### src/bit_test_pkg.sv
// Shared constants and types for the variable-position bit test execution block
package bit_test_pkg;

  localparam int unsigned DATA_W    = 16;
  localparam int unsigned INSTR_W   = 24;
  localparam int unsigned NUM_WREG  = 16;
  localparam int unsigned MEM_WORDS = 64;
  localparam int unsigned MEM_AW    = 6;
  localparam int unsigned BITSEL_W  = 4;
  localparam int unsigned PADDR_W   = 12;

  // Register map (byte addresses)
  localparam logic [11:0] OFS_CTRL   = 12'h000;
  localparam logic [11:0] OFS_INSTR  = 12'h004;
  localparam logic [11:0] OFS_FLAGS  = 12'h008;
  localparam logic [11:0] OFS_STATUS = 12'h00c;
  localparam logic [5:0]  WREG_PAGE  = 6'h01;
  localparam logic [3:0]  MEM_PAGE   = 4'h4;

  // Register fields
  localparam int unsigned CTRL_GO        = 0;
  localparam int unsigned STATUS_DONE    = 1'h0;
  localparam int unsigned STATUS_ILLEGAL = 1;
  localparam int unsigned SR_C           = 0;
  localparam int unsigned SR_Z           = 1;
  localparam logic [15:0] FLAGS_RESET    = 16'h0000;

  // Instruction word layout
  localparam logic [7:0]  OPCODE    = 8'ha5;
  localparam int unsigned OPC_HI    = 23;
  localparam int unsigned OPC_LO    = 16;
  localparam int unsigned DEST_BIT  = 15;
  localparam int unsigned WSEL_HI   = 14;
  localparam int unsigned WSEL_LO   = 11;
  localparam int unsigned PAD_HI    = 10;
  localparam int unsigned PAD_LO    = 7;
  localparam int unsigned MODE_HI   = 6;
  localparam int unsigned MODE_LO   = 4;
  localparam int unsigned SRC_HI    = 3;
  localparam int unsigned SRC_LO    = 0;
  localparam logic [3:0]  PAD_ZERO  = 4'h0;

  localparam logic [15:0] PTR_STEP  = 16'h0002;

  typedef enum logic [2:0] {
    MODE_DIRECT  = 3'b000,
    MODE_IND     = 3'b001,
    MODE_POSTDEC = 3'b010,
    MODE_POSTINC = 3'b011,
    MODE_PREDEC  = 3'b100,
    MODE_PREINC  = 3'b101
  } addr_mode_e;

  typedef enum logic [1:0] {
    ST_IDLE = 2'b01,
    ST_EXEC = 2'b10
  } fsm_e;

  typedef struct packed {
    logic                valid;
    logic                dest_zero;
    logic [3:0]          bit_reg;
    logic [2:0]          mode;
    logic [3:0]          src_reg;
  } decoded_s;

  typedef struct packed {
    logic [15:0] ea;
    logic [15:0] ptr_next;
    logic        ptr_write;
    logic        indirect;
    logic        bad_mode;
  } addr_res_s;

endpackage

### src/bit_probe.sv
// Selects the tested operand bit and folds it into the status flags
`timescale 1ns/10ps
module bit_probe
  import bit_test_pkg::*;
(
  input  wire logic [15:0] operand,
  input  wire logic [15:0] select_word,
  input  wire logic        dest_zero,
  input  wire logic [15:0] flags_in,
  output logic      [15:0] flags_out,
  output logic             tested_bit
);

  logic [BITSEL_W-1:0] pos;

  // Upper bits of the select word are don't-care
  assign pos = select_word[BITSEL_W-1:0];
  // Position 0 is the LSB, 15 the MSB
  assign tested_bit = operand[pos];

  always_comb
  begin
    // Only the chosen destination flag moves
    flags_out = flags_in;
    if (dest_zero)
    begin
      flags_out[SR_Z] = ~tested_bit;
    end
    else
    begin
      flags_out[SR_C] = tested_bit;
    end
  end

endmodule

### src/bit_test_variable_position.sv
// Execution unit for the bit test with register-selected bit position, behind APB
// Function
// - carry form copies tested bit into carry
// - zero form writes inverted bit into zero
// - source operand is never modified
// - bit position uses only select register low nibble
// - position zero is LSB, fifteen MSB
// - operand direct from register or indirect memory
// - one instruction bit picks carry or zero
// - opcode 1010 0101, select register from w
// - addressing mode taken from p field
// - source register taken from s field
// - word operands only, no byte form
//
// The APB interface to the registers and the register offsets are this design's own decisions.
`timescale 1ns/10ps
module bit_test_variable_position
  import bit_test_pkg::*;
(
  input  wire logic               pclk,
  input  wire logic               presetn,
  input  wire logic               psel,
  input  wire logic               penable,
  input  wire logic               pwrite,
  input  wire logic [PADDR_W-1:0] paddr,
  input  wire logic [31:0]        pwdata,
  output logic      [31:0]        prdata,
  output logic                    pready,
  output logic                    pslverr
);

  typedef struct packed {
    fsm_e                                st;
    logic [NUM_WREG-1:0][DATA_W-1:0]     wreg;
    logic [MEM_WORDS-1:0][DATA_W-1:0]    mem;
    logic [DATA_W-1:0]                   flags;
    logic [INSTR_W-1:0]                  instr;
    logic                                done;
    logic                                illegal;
    logic                                pready;
    logic                                pslverr;
    logic [31:0]                         prdata;
  } state_s;

  state_s     s_q;
  state_s     s_d;
  decoded_s   dec;
  addr_res_s  ares;
  logic [15:0] src_ptr;
  logic [15:0] select_word;
  logic [15:0] operand;
  logic [15:0] flags_new;
  logic        access;
  logic [5:0]  wreg_page;
  logic [3:0]  mem_page;
  logic [3:0]  wreg_idx;
  logic [MEM_AW-1:0] mem_idx;
  logic [MEM_AW-1:0] ea_idx;

  // Instruction field decode
  always_comb
  begin
    dec           = '0;
    dec.valid     = (s_q.instr[OPC_HI:OPC_LO] == OPCODE) &&
                    (s_q.instr[PAD_HI:PAD_LO] == PAD_ZERO);
    dec.dest_zero = s_q.instr[DEST_BIT];
    dec.bit_reg   = s_q.instr[WSEL_HI:WSEL_LO];
    dec.mode      = s_q.instr[MODE_HI:MODE_LO];
    dec.src_reg   = s_q.instr[SRC_HI:SRC_LO];
  end

  assign src_ptr     = s_q.wreg[dec.src_reg];
  // Select word is read before any pointer update, even when it is the pointer
  assign select_word = s_q.wreg[dec.bit_reg];
  // Memory is word addressed; the byte bit of the pointer is dropped and high bits wrap
  assign ea_idx      = ares.ea[MEM_AW:1];
  // Whole 16-bit word fetched, never a byte lane
  assign operand     = ares.indirect ? s_q.mem[ea_idx] : src_ptr;

  operand_address_unit u_addr (
    .mode    (dec.mode),
    .pointer (src_ptr),
    .res     (ares)
  );

  bit_probe u_probe (
    .operand     (operand),
    .select_word (select_word),
    .dest_zero   (dec.dest_zero),
    .flags_in    (s_q.flags),
    .flags_out   (flags_new),
    .tested_bit  ()
  );

  // One wait state: answer registered so the bus outputs come from flops
  assign access    = psel & penable & ~s_q.pready;
  assign wreg_page = paddr[11:6];
  assign mem_page  = paddr[11:8];
  assign wreg_idx  = paddr[5:2];
  assign mem_idx   = paddr[7:2];

  always_comb
  begin
    s_d         = s_q;
    s_d.pready  = 1'b0;
    s_d.pslverr = 1'b0;

    if (access)
    begin
      s_d.pready = 1'b1;
      s_d.prdata = '0;
      if (wreg_page == WREG_PAGE)
      begin
        if (pwrite)
        begin
          s_d.wreg[wreg_idx] = pwdata[DATA_W-1:0];
        end
        else
        begin
          s_d.prdata[DATA_W-1:0] = s_q.wreg[wreg_idx];
        end
      end
      else if (mem_page == MEM_PAGE)
      begin
        if (pwrite)
        begin
          s_d.mem[mem_idx] = pwdata[DATA_W-1:0];
        end
        else
        begin
          s_d.prdata[DATA_W-1:0] = s_q.mem[mem_idx];
        end
      end
      else
      begin
        case ({paddr[11:2], 2'b00})
          OFS_CTRL:
          begin
            // Go is a self-clearing strobe; reads show zero
            if (pwrite && pwdata[CTRL_GO] && (s_q.st == ST_IDLE))
            begin
              s_d.st      = ST_EXEC;
              s_d.done    = 1'b0;
              s_d.illegal = 1'b0;
            end
          end
          OFS_INSTR:
          begin
            if (pwrite)
            begin
              s_d.instr = pwdata[INSTR_W-1:0];
            end
            else
            begin
              s_d.prdata[INSTR_W-1:0] = s_q.instr;
            end
          end
          OFS_FLAGS:
          begin
            if (pwrite)
            begin
              s_d.flags = pwdata[DATA_W-1:0];
            end
            else
            begin
              s_d.prdata[DATA_W-1:0] = s_q.flags;
            end
          end
          OFS_STATUS:
          begin
            if (!pwrite)
            begin
              s_d.prdata[STATUS_DONE]    = s_q.done;
              s_d.prdata[STATUS_ILLEGAL] = s_q.illegal;
            end
          end
          default:
          begin
            s_d.pslverr = 1'b1;
          end
        endcase
      end
    end

    case (s_q.st)
      ST_IDLE:
      begin
        s_d.st = s_d.st;
      end
      ST_EXEC:
      begin
        // Whole instruction retires in this single cycle
        s_d.st   = ST_IDLE;
        s_d.done = 1'b1;
        if (!dec.valid || ares.bad_mode)
        begin
          // Unknown encoding: nothing architectural changes
          s_d.illegal = 1'b1;
        end
        else
        begin
          s_d.flags = flags_new;
          // Only the pointer moves; the tested word itself is never written
          if (ares.ptr_write)
          begin
            s_d.wreg[dec.src_reg] = ares.ptr_next;
          end
        end
      end
      default:
      begin
        s_d.st = ST_IDLE;
      end
    endcase
  end

  always_ff @(posedge pclk or negedge presetn)
  begin
    if (!presetn)
    begin
      s_q         <= '0;
      s_q.st      <= ST_IDLE;
      s_q.flags   <= FLAGS_RESET;
    end
    else
    begin
      s_q <= s_d;
    end
  end

  assign prdata  = s_q.prdata;
  assign pready  = s_q.pready;
  assign pslverr = s_q.pslverr;

endmodule

### src/operand_address_unit.sv
// Effective address and pointer update for the source operand modes
`timescale 1ns/10ps
module operand_address_unit
  import bit_test_pkg::*;
(
  input  wire logic [2:0]  mode,
  input  wire logic [15:0] pointer,
  output addr_res_s        res
);

  always_comb
  begin
    res           = '0;
    res.ea        = pointer;
    res.ptr_next  = pointer;
    case (mode)
      MODE_DIRECT:
      begin
        res.indirect = 1'b0;
      end
      MODE_IND:
      begin
        res.indirect = 1'b1;
      end
      MODE_POSTDEC:
      begin
        res.indirect  = 1'b1;
        res.ptr_next  = pointer - PTR_STEP;
        res.ptr_write = 1'b1;
      end
      MODE_POSTINC:
      begin
        res.indirect  = 1'b1;
        res.ptr_next  = pointer + PTR_STEP;
        res.ptr_write = 1'b1;
      end
      MODE_PREDEC:
      begin
        res.indirect  = 1'b1;
        res.ptr_next  = pointer - PTR_STEP;
        res.ea        = pointer - PTR_STEP;
        res.ptr_write = 1'b1;
      end
      MODE_PREINC:
      begin
        res.indirect  = 1'b1;
        res.ptr_next  = pointer + PTR_STEP;
        res.ea        = pointer + PTR_STEP;
        res.ptr_write = 1'b1;
      end
      default:
      begin
        res.bad_mode = 1'b1;
      end
    endcase
  end

endmodule
### config.mk
export PLATFORM = sky130hd
export DESIGN_NAME = bit_test_variable_position
export DESIGN_NICKNAME = d
export VERILOG_FILES = /design/src/bit_test_pkg.sv /design/src/bit_probe.sv /design/src/bit_test_variable_position.sv /design/src/operand_address_unit.sv
export SDC_FILE = /design/constraint.sdc
export NUM_CORES = 2
export LEC_CHECK = 0
export BUFFER_PORTS_ARGS = -buffer_cell sky130_fd_sc_hd__buf_2
export CAP_MARGIN = 25
export CELL_PAD_IN_SITES_DETAIL_PLACEMENT = 2
export CELL_PAD_IN_SITES_GLOBAL_PLACEMENT = 2
export CORE_ASPECT_RATIO = 1.75
export CORE_MARGIN = 2
export CORE_UTILIZATION = 49
export DETAILED_ROUTE_END_ITERATION = 8
export GPL_TIMING_DRIVEN = 0
export PLACE_DENSITY_LB_ADDON = 0.1
export SYNTH_ARGS = -nofsm -noshare
export SYNTH_HDL_FRONTEND = slang
export SYNTH_SLANG_ARGS = --single-unit
export TNS_END_PERCENT = 30
### constraint.sdc
create_clock -name pclk -period 9.3 [get_ports pclk]
set_input_delay 1.395 -clock pclk [delete_from_list [all_inputs] [get_ports pclk]]
set_output_delay 1.395 -clock pclk [all_outputs]
set_load 0.02 [all_outputs]
==> results.py, run 1 <==
metrics = {
    "yosys": {
        "synth-seq-cells": 1350,
        "avgSynthCellArea_um2": 12.1,
        "yosysTopAreaCellShare": 0.442,
        "synthFlopType": "dfrtp_1",
        "ys_types": 93,
        "synth_area_mm2": 0.0763,
        "syn_inst": 6300,
        "post-synth-top-area-cell": "dfrtp_1",
        "ys_async_sr_fraction": 1.00,
        "yosys-top-cells-area": "dfrtp_1, mux2_2, mux4_2, nand2_1, mux2i_1",
        "ys_warn_count": 0,
        "yosysSeqAreaShare": 0.443,
        "synth-edff-count": 0,
    },
    "floorplanning": {
        "die-height_um": 526,
        "initial_utilization": 0.494,
        "ios": 83,
        "rows": 191,
        "die_w_um": 302,
    },
    "grt": {
        "track_usage": 0.805,
        "grt_pass1_wl_um": 916000,
        "grt_max_degree": 178,
        "overflow": 2132,
        "grt_pass1_vias": 92400,
    },
    "outcome": {
        "haltStage": "5_1_grt",
        "error": "[ERROR GRT-0116] Global routing finished with congestion. Check the congestion regions in the DRC Viewer.",
        "status": "stopped before the end",
    },
    "clock_tree": {
        "numClockSinks": 1350,
        "cts_inserted_buffers": 148,
        "cts_setup_buffers": 0,
        "cts_root_buf": "clkbuf_16",
        "cts_hold_repair.buffers": 0,
        "h-tree-depth": 4,
        "clock_path_buffers": 4,
    },
    "placement": {
        "portBuffers": 44,
        "post_dp_cell_area_mm2": 0.0811,
        "post-place-ws_ns": -0.303,
        "hpwl_um": 379000,
        "gp_congestion": 1.13,
    },
}
## routing by layer
layer	GRT overflow	track usage
met5	12	0.299
met4	796	0.820
met3	69	0.648
met2	1222	0.972
met1	33	0.797
## cells in the mapped netlist, types with 6 or more instances
cell type,instances
dfrtp_1,1349
mux2_2,1111
nand2_1,659
mux4_2,507
clkbuf_1,439
a21oi_1,301
a211oi_1,220
nor2_1,214
mux2i_1,207
nor2b_1,152
o21ai_0,140
nand3_1,138
buf_2,111
a32oi_1,99
and3_1,98
buf_1,75
buf_4,46
a221oi_1,43
nor3_1,29
a311oi_1,28
a31oi_1,28
nand4_1,20
a22o_1,18
nand2b_1,18
nor4_1,16
a222oi_1,14
a22oi_1,14
xnor2_1,14
a2111oi_0,12
o22ai_1,12
buf_6,11
or3_1,11
a32o_1,10
and2_1,10
inv_1,8
xor2_1,6
## kinds of logic after synthesis
kind of cell             Yosys count  share of synthesized area
multiplexers                    1825                      0.341
AND/OR/NAND/NOR                 1398                     0.0839
flip-flops                      1350                      0.443
AO/OA/AOI/OAI                   1009                     0.0901
buffers and inverters            692                     0.0392
XOR/XNOR                          23                    0.00338
adder cells (fa/ha/maj)            2                   0.000328
other                              1                  0.0000491
## timing repair
action	CTS
gates resized for setup	2
pin swaps	0
endpoints found under the setup margin	2
gates cloned	0
## stage by stage
step                setup TNS [ns]  instances  utilization
floorplan                        0       6307            -
detailed placement          -0.539       8495        0.525
CTS                              0       8747        0.555
global placement                 -       8377        0.512
==> run 2, diff against run 1 <==
- CELL_PAD_IN_SITES_DETAIL_PLACEMENT: 2 -> not set
- CELL_PAD_IN_SITES_GLOBAL_PLACEMENT: 2 -> not set
- CORE_ASPECT_RATIO: 1.75 -> not set
- CORE_UTILIZATION: 49 -> 40
- PLACE_DENSITY_LB_ADDON: 0.1 -> 0.15
==> run 2 against run 1 <==
  * The flow now finishes, with violations (negative setup slack)
  * Synthesized cell count unchanged
  * Synthesized area unchanged
==> results.py, run 2 <==
metrics = {
    "power_and_ir_drop": {
        "p_total_mw": 13.7,
        "powerDensity_mw_per_mm2": 156,
        "peakVddDrop_v": 0.000175,
        "p_leak_nw": 38.5,
    },
    "drt": {
        "top_layer_used": "met5",
        "antenna_left": 0,
        "routed_wl_um": 444000,
        "dr_wl_met2_um": 183000,
        "drt-met1-wl_um": 164000,
        "viasPerCell": 7.02,
        "route.detailed.drc": 0,
        "wl_per_cell_um": 47.4,
        "via_count": 65800,
        "wl_met3_um": 56200,
        "drt_pass1_iterations": 8,
        "drt_iter0_drc": 10700,
    },
    "worst_setup_path": {
        "cpMostUsedCell": "buf_2",
        "start_kind": "flip-flop",
        "crit_path_start": "dec[0]",
        "slowest_stage": "buf_2",
        "required_ns": 10.04,
        "reg2reg_from": "dec[0]",
        "r2r_end": "s_q[60]",
        "reg2regPathDepth": 26,
        "arrival_ns": 10.23,
        "r2r_slack_ns": -0.19,
        "critPathMaxStageDelay_ns": 0.95,
        "crit_type": "reg -> reg",
        "end_kind": "flip-flop",
        "worst-path-max-fanout": 10,
    },
    "yosys": {
        "ys_types": 93,
        "syn_inst": 6300,
        "yosys-mux-area-fraction": 0.341,
        "yosys-top-cells-area": "dfrtp_1, mux2_2, mux4_2, nand2_1, mux2i_1",
        "netlist_top_cells_count": "dfrtp_1, mux2_2, nand2_1",
        "yosys.area_share.simple": 0.0839,
        "ys_warn_count": 0,
        "synth_area_mm2": 0.0763,
        "ys_async_sr_fraction": 1.00,
        "synth-compound-area-share": 0.0901,
        "synth-seq-cells": 1350,
        "yosysTopAreaCellShare": 0.442,
        "synth_top_family_by_area": "multiplexers",
        "avgSynthCellArea_um2": 12.1,
        "synth-edff-count": 0,
        "synthFlopType": "dfrtp_1",
        "synthMostInstantiatedCell": "dfrtp_1",
        "yosysSeqAreaShare": 0.443,
        "yosys.area_share.xor_xnor": 0.00338,
        "synth-adder-area-share": 0.000328,
        "post-synth-top-area-cell": "dfrtp_1",
    },
    "layout": {
        "layout.nets": 6720,
        "final_core_util": 0.463,
        "areaGrowthSynthToFinish_pct": 15.3,
        "final_cell_mix": "dfrtp_1, mux2_2, nand2_1, mux4_2, clkbuf_1",
        "drive_gt1_frac": 0.346,
        "layout_commonest_cell": "dfrtp_1",
    },
    "outcome": {
        "violations": "negative setup slack",
        "status": "complete, but fails checks",
    },
    "clock_tree": {
        "cts_hold_repair.buffers": 0,
        "clk_pin_slew_ns": 0.06,
        "cts_tree": "done",
        "numClockSinks": 1350,
        "cts_setup_buffers": 0,
        "clock_path_buffers": 3,
        "cts_inserted_buffers": 164,
        "cts_root_buf": "clkbuf_16",
        "insertion_delay_ns": 0.90,
        "h-tree-depth": 4,
    },
    "floorplanning": {
        "die_area_mm2": 0.194,
        "die_w_um": 441,
        "core_mm2": 0.190,
        "ios": 83,
        "initial_utilization": 0.402,
        "die-height_um": 441,
        "rows": 160,
    },
    "hold_path": {
        "hold_start": "prdata[18]",
        "min_to": "prdata[18]",
        "hold_path_class": "reg -> reg",
        "min_path_cells": 2,
    },
    "sta": {
        "skew_ns": 0.0524,
        "rsz0062_at_grt": "false",
        "setup_viol": 2,
        "clock.fmax_mhz": 105,
        "setup_ws_ns": -0.190,
        "tightestPinTransition_ns": 1.36,
        "fin_crit_sh": 1.02,
        "slew_headroom": 0.0918,
        "hold_violations": 0,
        "drv_slew": 0,
        "min_period_ns": 9.49,
    },
    "job": {
        "cap_violations": 0,
    },
    "grt": {
        "overflow": 0,
        "grt_pass1_wl_um": 581000,
        "track_usage": 0.453,
        "grt_pass1_vias": 61500,
        "grt_max_degree": 155,
        "antenna_found_initial": 85,
    },
    "placement": {
        "portBuffers": 44,
        "gp_congestion": 1.05,
        "hpwl_um": 334000,
    },
}
[run 2: cell counts after synthesis]
No cell type changed its count.
[run 2: report_power, final]
group / leakage, nW / total (mW) / internal [mW] / switching, mW
Combinational: 17.0 / 0.938 / 0.225 / 0.714
Clock: 2.76 / 6.85 / 3.97 / 2.88
Sequential: 18.7 / 5.92 / 5.90 / 0.0194
Total: 38.5 / 13.7 / 10.1 / 3.61
[run 2: kinds of logic after synthesis]
logic type	count (synthesis)
buffers and inverters	692
muxes	1825
other	1
and+or+nand+nor	1398
adders and majority gates	2
AOI/OAI and AO/OA	1009
xor gates and xnor gates	23
DFF	1350
[run 2: per-layer routing]
layer | GRT usage | vias up
met3 | 0.185 | 1479
met4 | 0.338 | 40
met5 | 0.0412 | -
li1 | - | 24500
met1 | 0.558 | 34400
met2 | 0.629 | 5342
[run 2: timing repair]
item,in CTS,in global routing
endpoints found under the hold margin,0,0
gates resized for setup,0,2
endpoints found under the setup margin,0,2
[run 2: cell type report]
class,count,area (µm²)
buffer,682,3030
clock inverter,53,748
timing repair buffer,196,2620
tap,2511,3140
antenna,65,163
fill,17500,102000
clock buffer,243,4840
multi-input combinational,4265,39700
sequential,1350,33800
inverter,10,37.5
[run 2: worst max-delay path: cells and delay by family, from the launching register on]
kind | cells | cell delay, ns
adders and majority gates | 1 | 0.42
DFF | 1 | 0.34
muxes | 2 | 1.04
AOI/OAI and AO/OA | 8 | 3.13
and+or+nand+nor | 6 | 1.36
buffers and inverters | 9 | 3.05
[run 2: through the flow]
step           setup slack (ns)  instances  instance area, µm²  hold slack [ns]  setup TNS [ns]
6_report                 -0.190       9375               88000            0.471          -0.321
5_1_grt                  0.0810       9323               87900            0.500               0
4_1_cts                   0.280       9299               87700            0.477               0
3_5_place_dp              0.319       9003               82100            0.464               0
3_3_place_gp             -24.82       8862               79700            0.456               -
2_1_floorplan              4.61       6307               76400            0.440               0
[run 2: worst max-delay path by stage]
stage,endpoint,cells past startpoint
2_1_floorplan,s_q[60],25
3_3_place_gp,asynchronous set/reset pin,1
3_5_place_dp,s_q[60],25
4_1_cts,s_q[60],25
5_1_grt,s_q[61],23
6_report,s_q[60],26
Power figures use the tool's default switching activity.
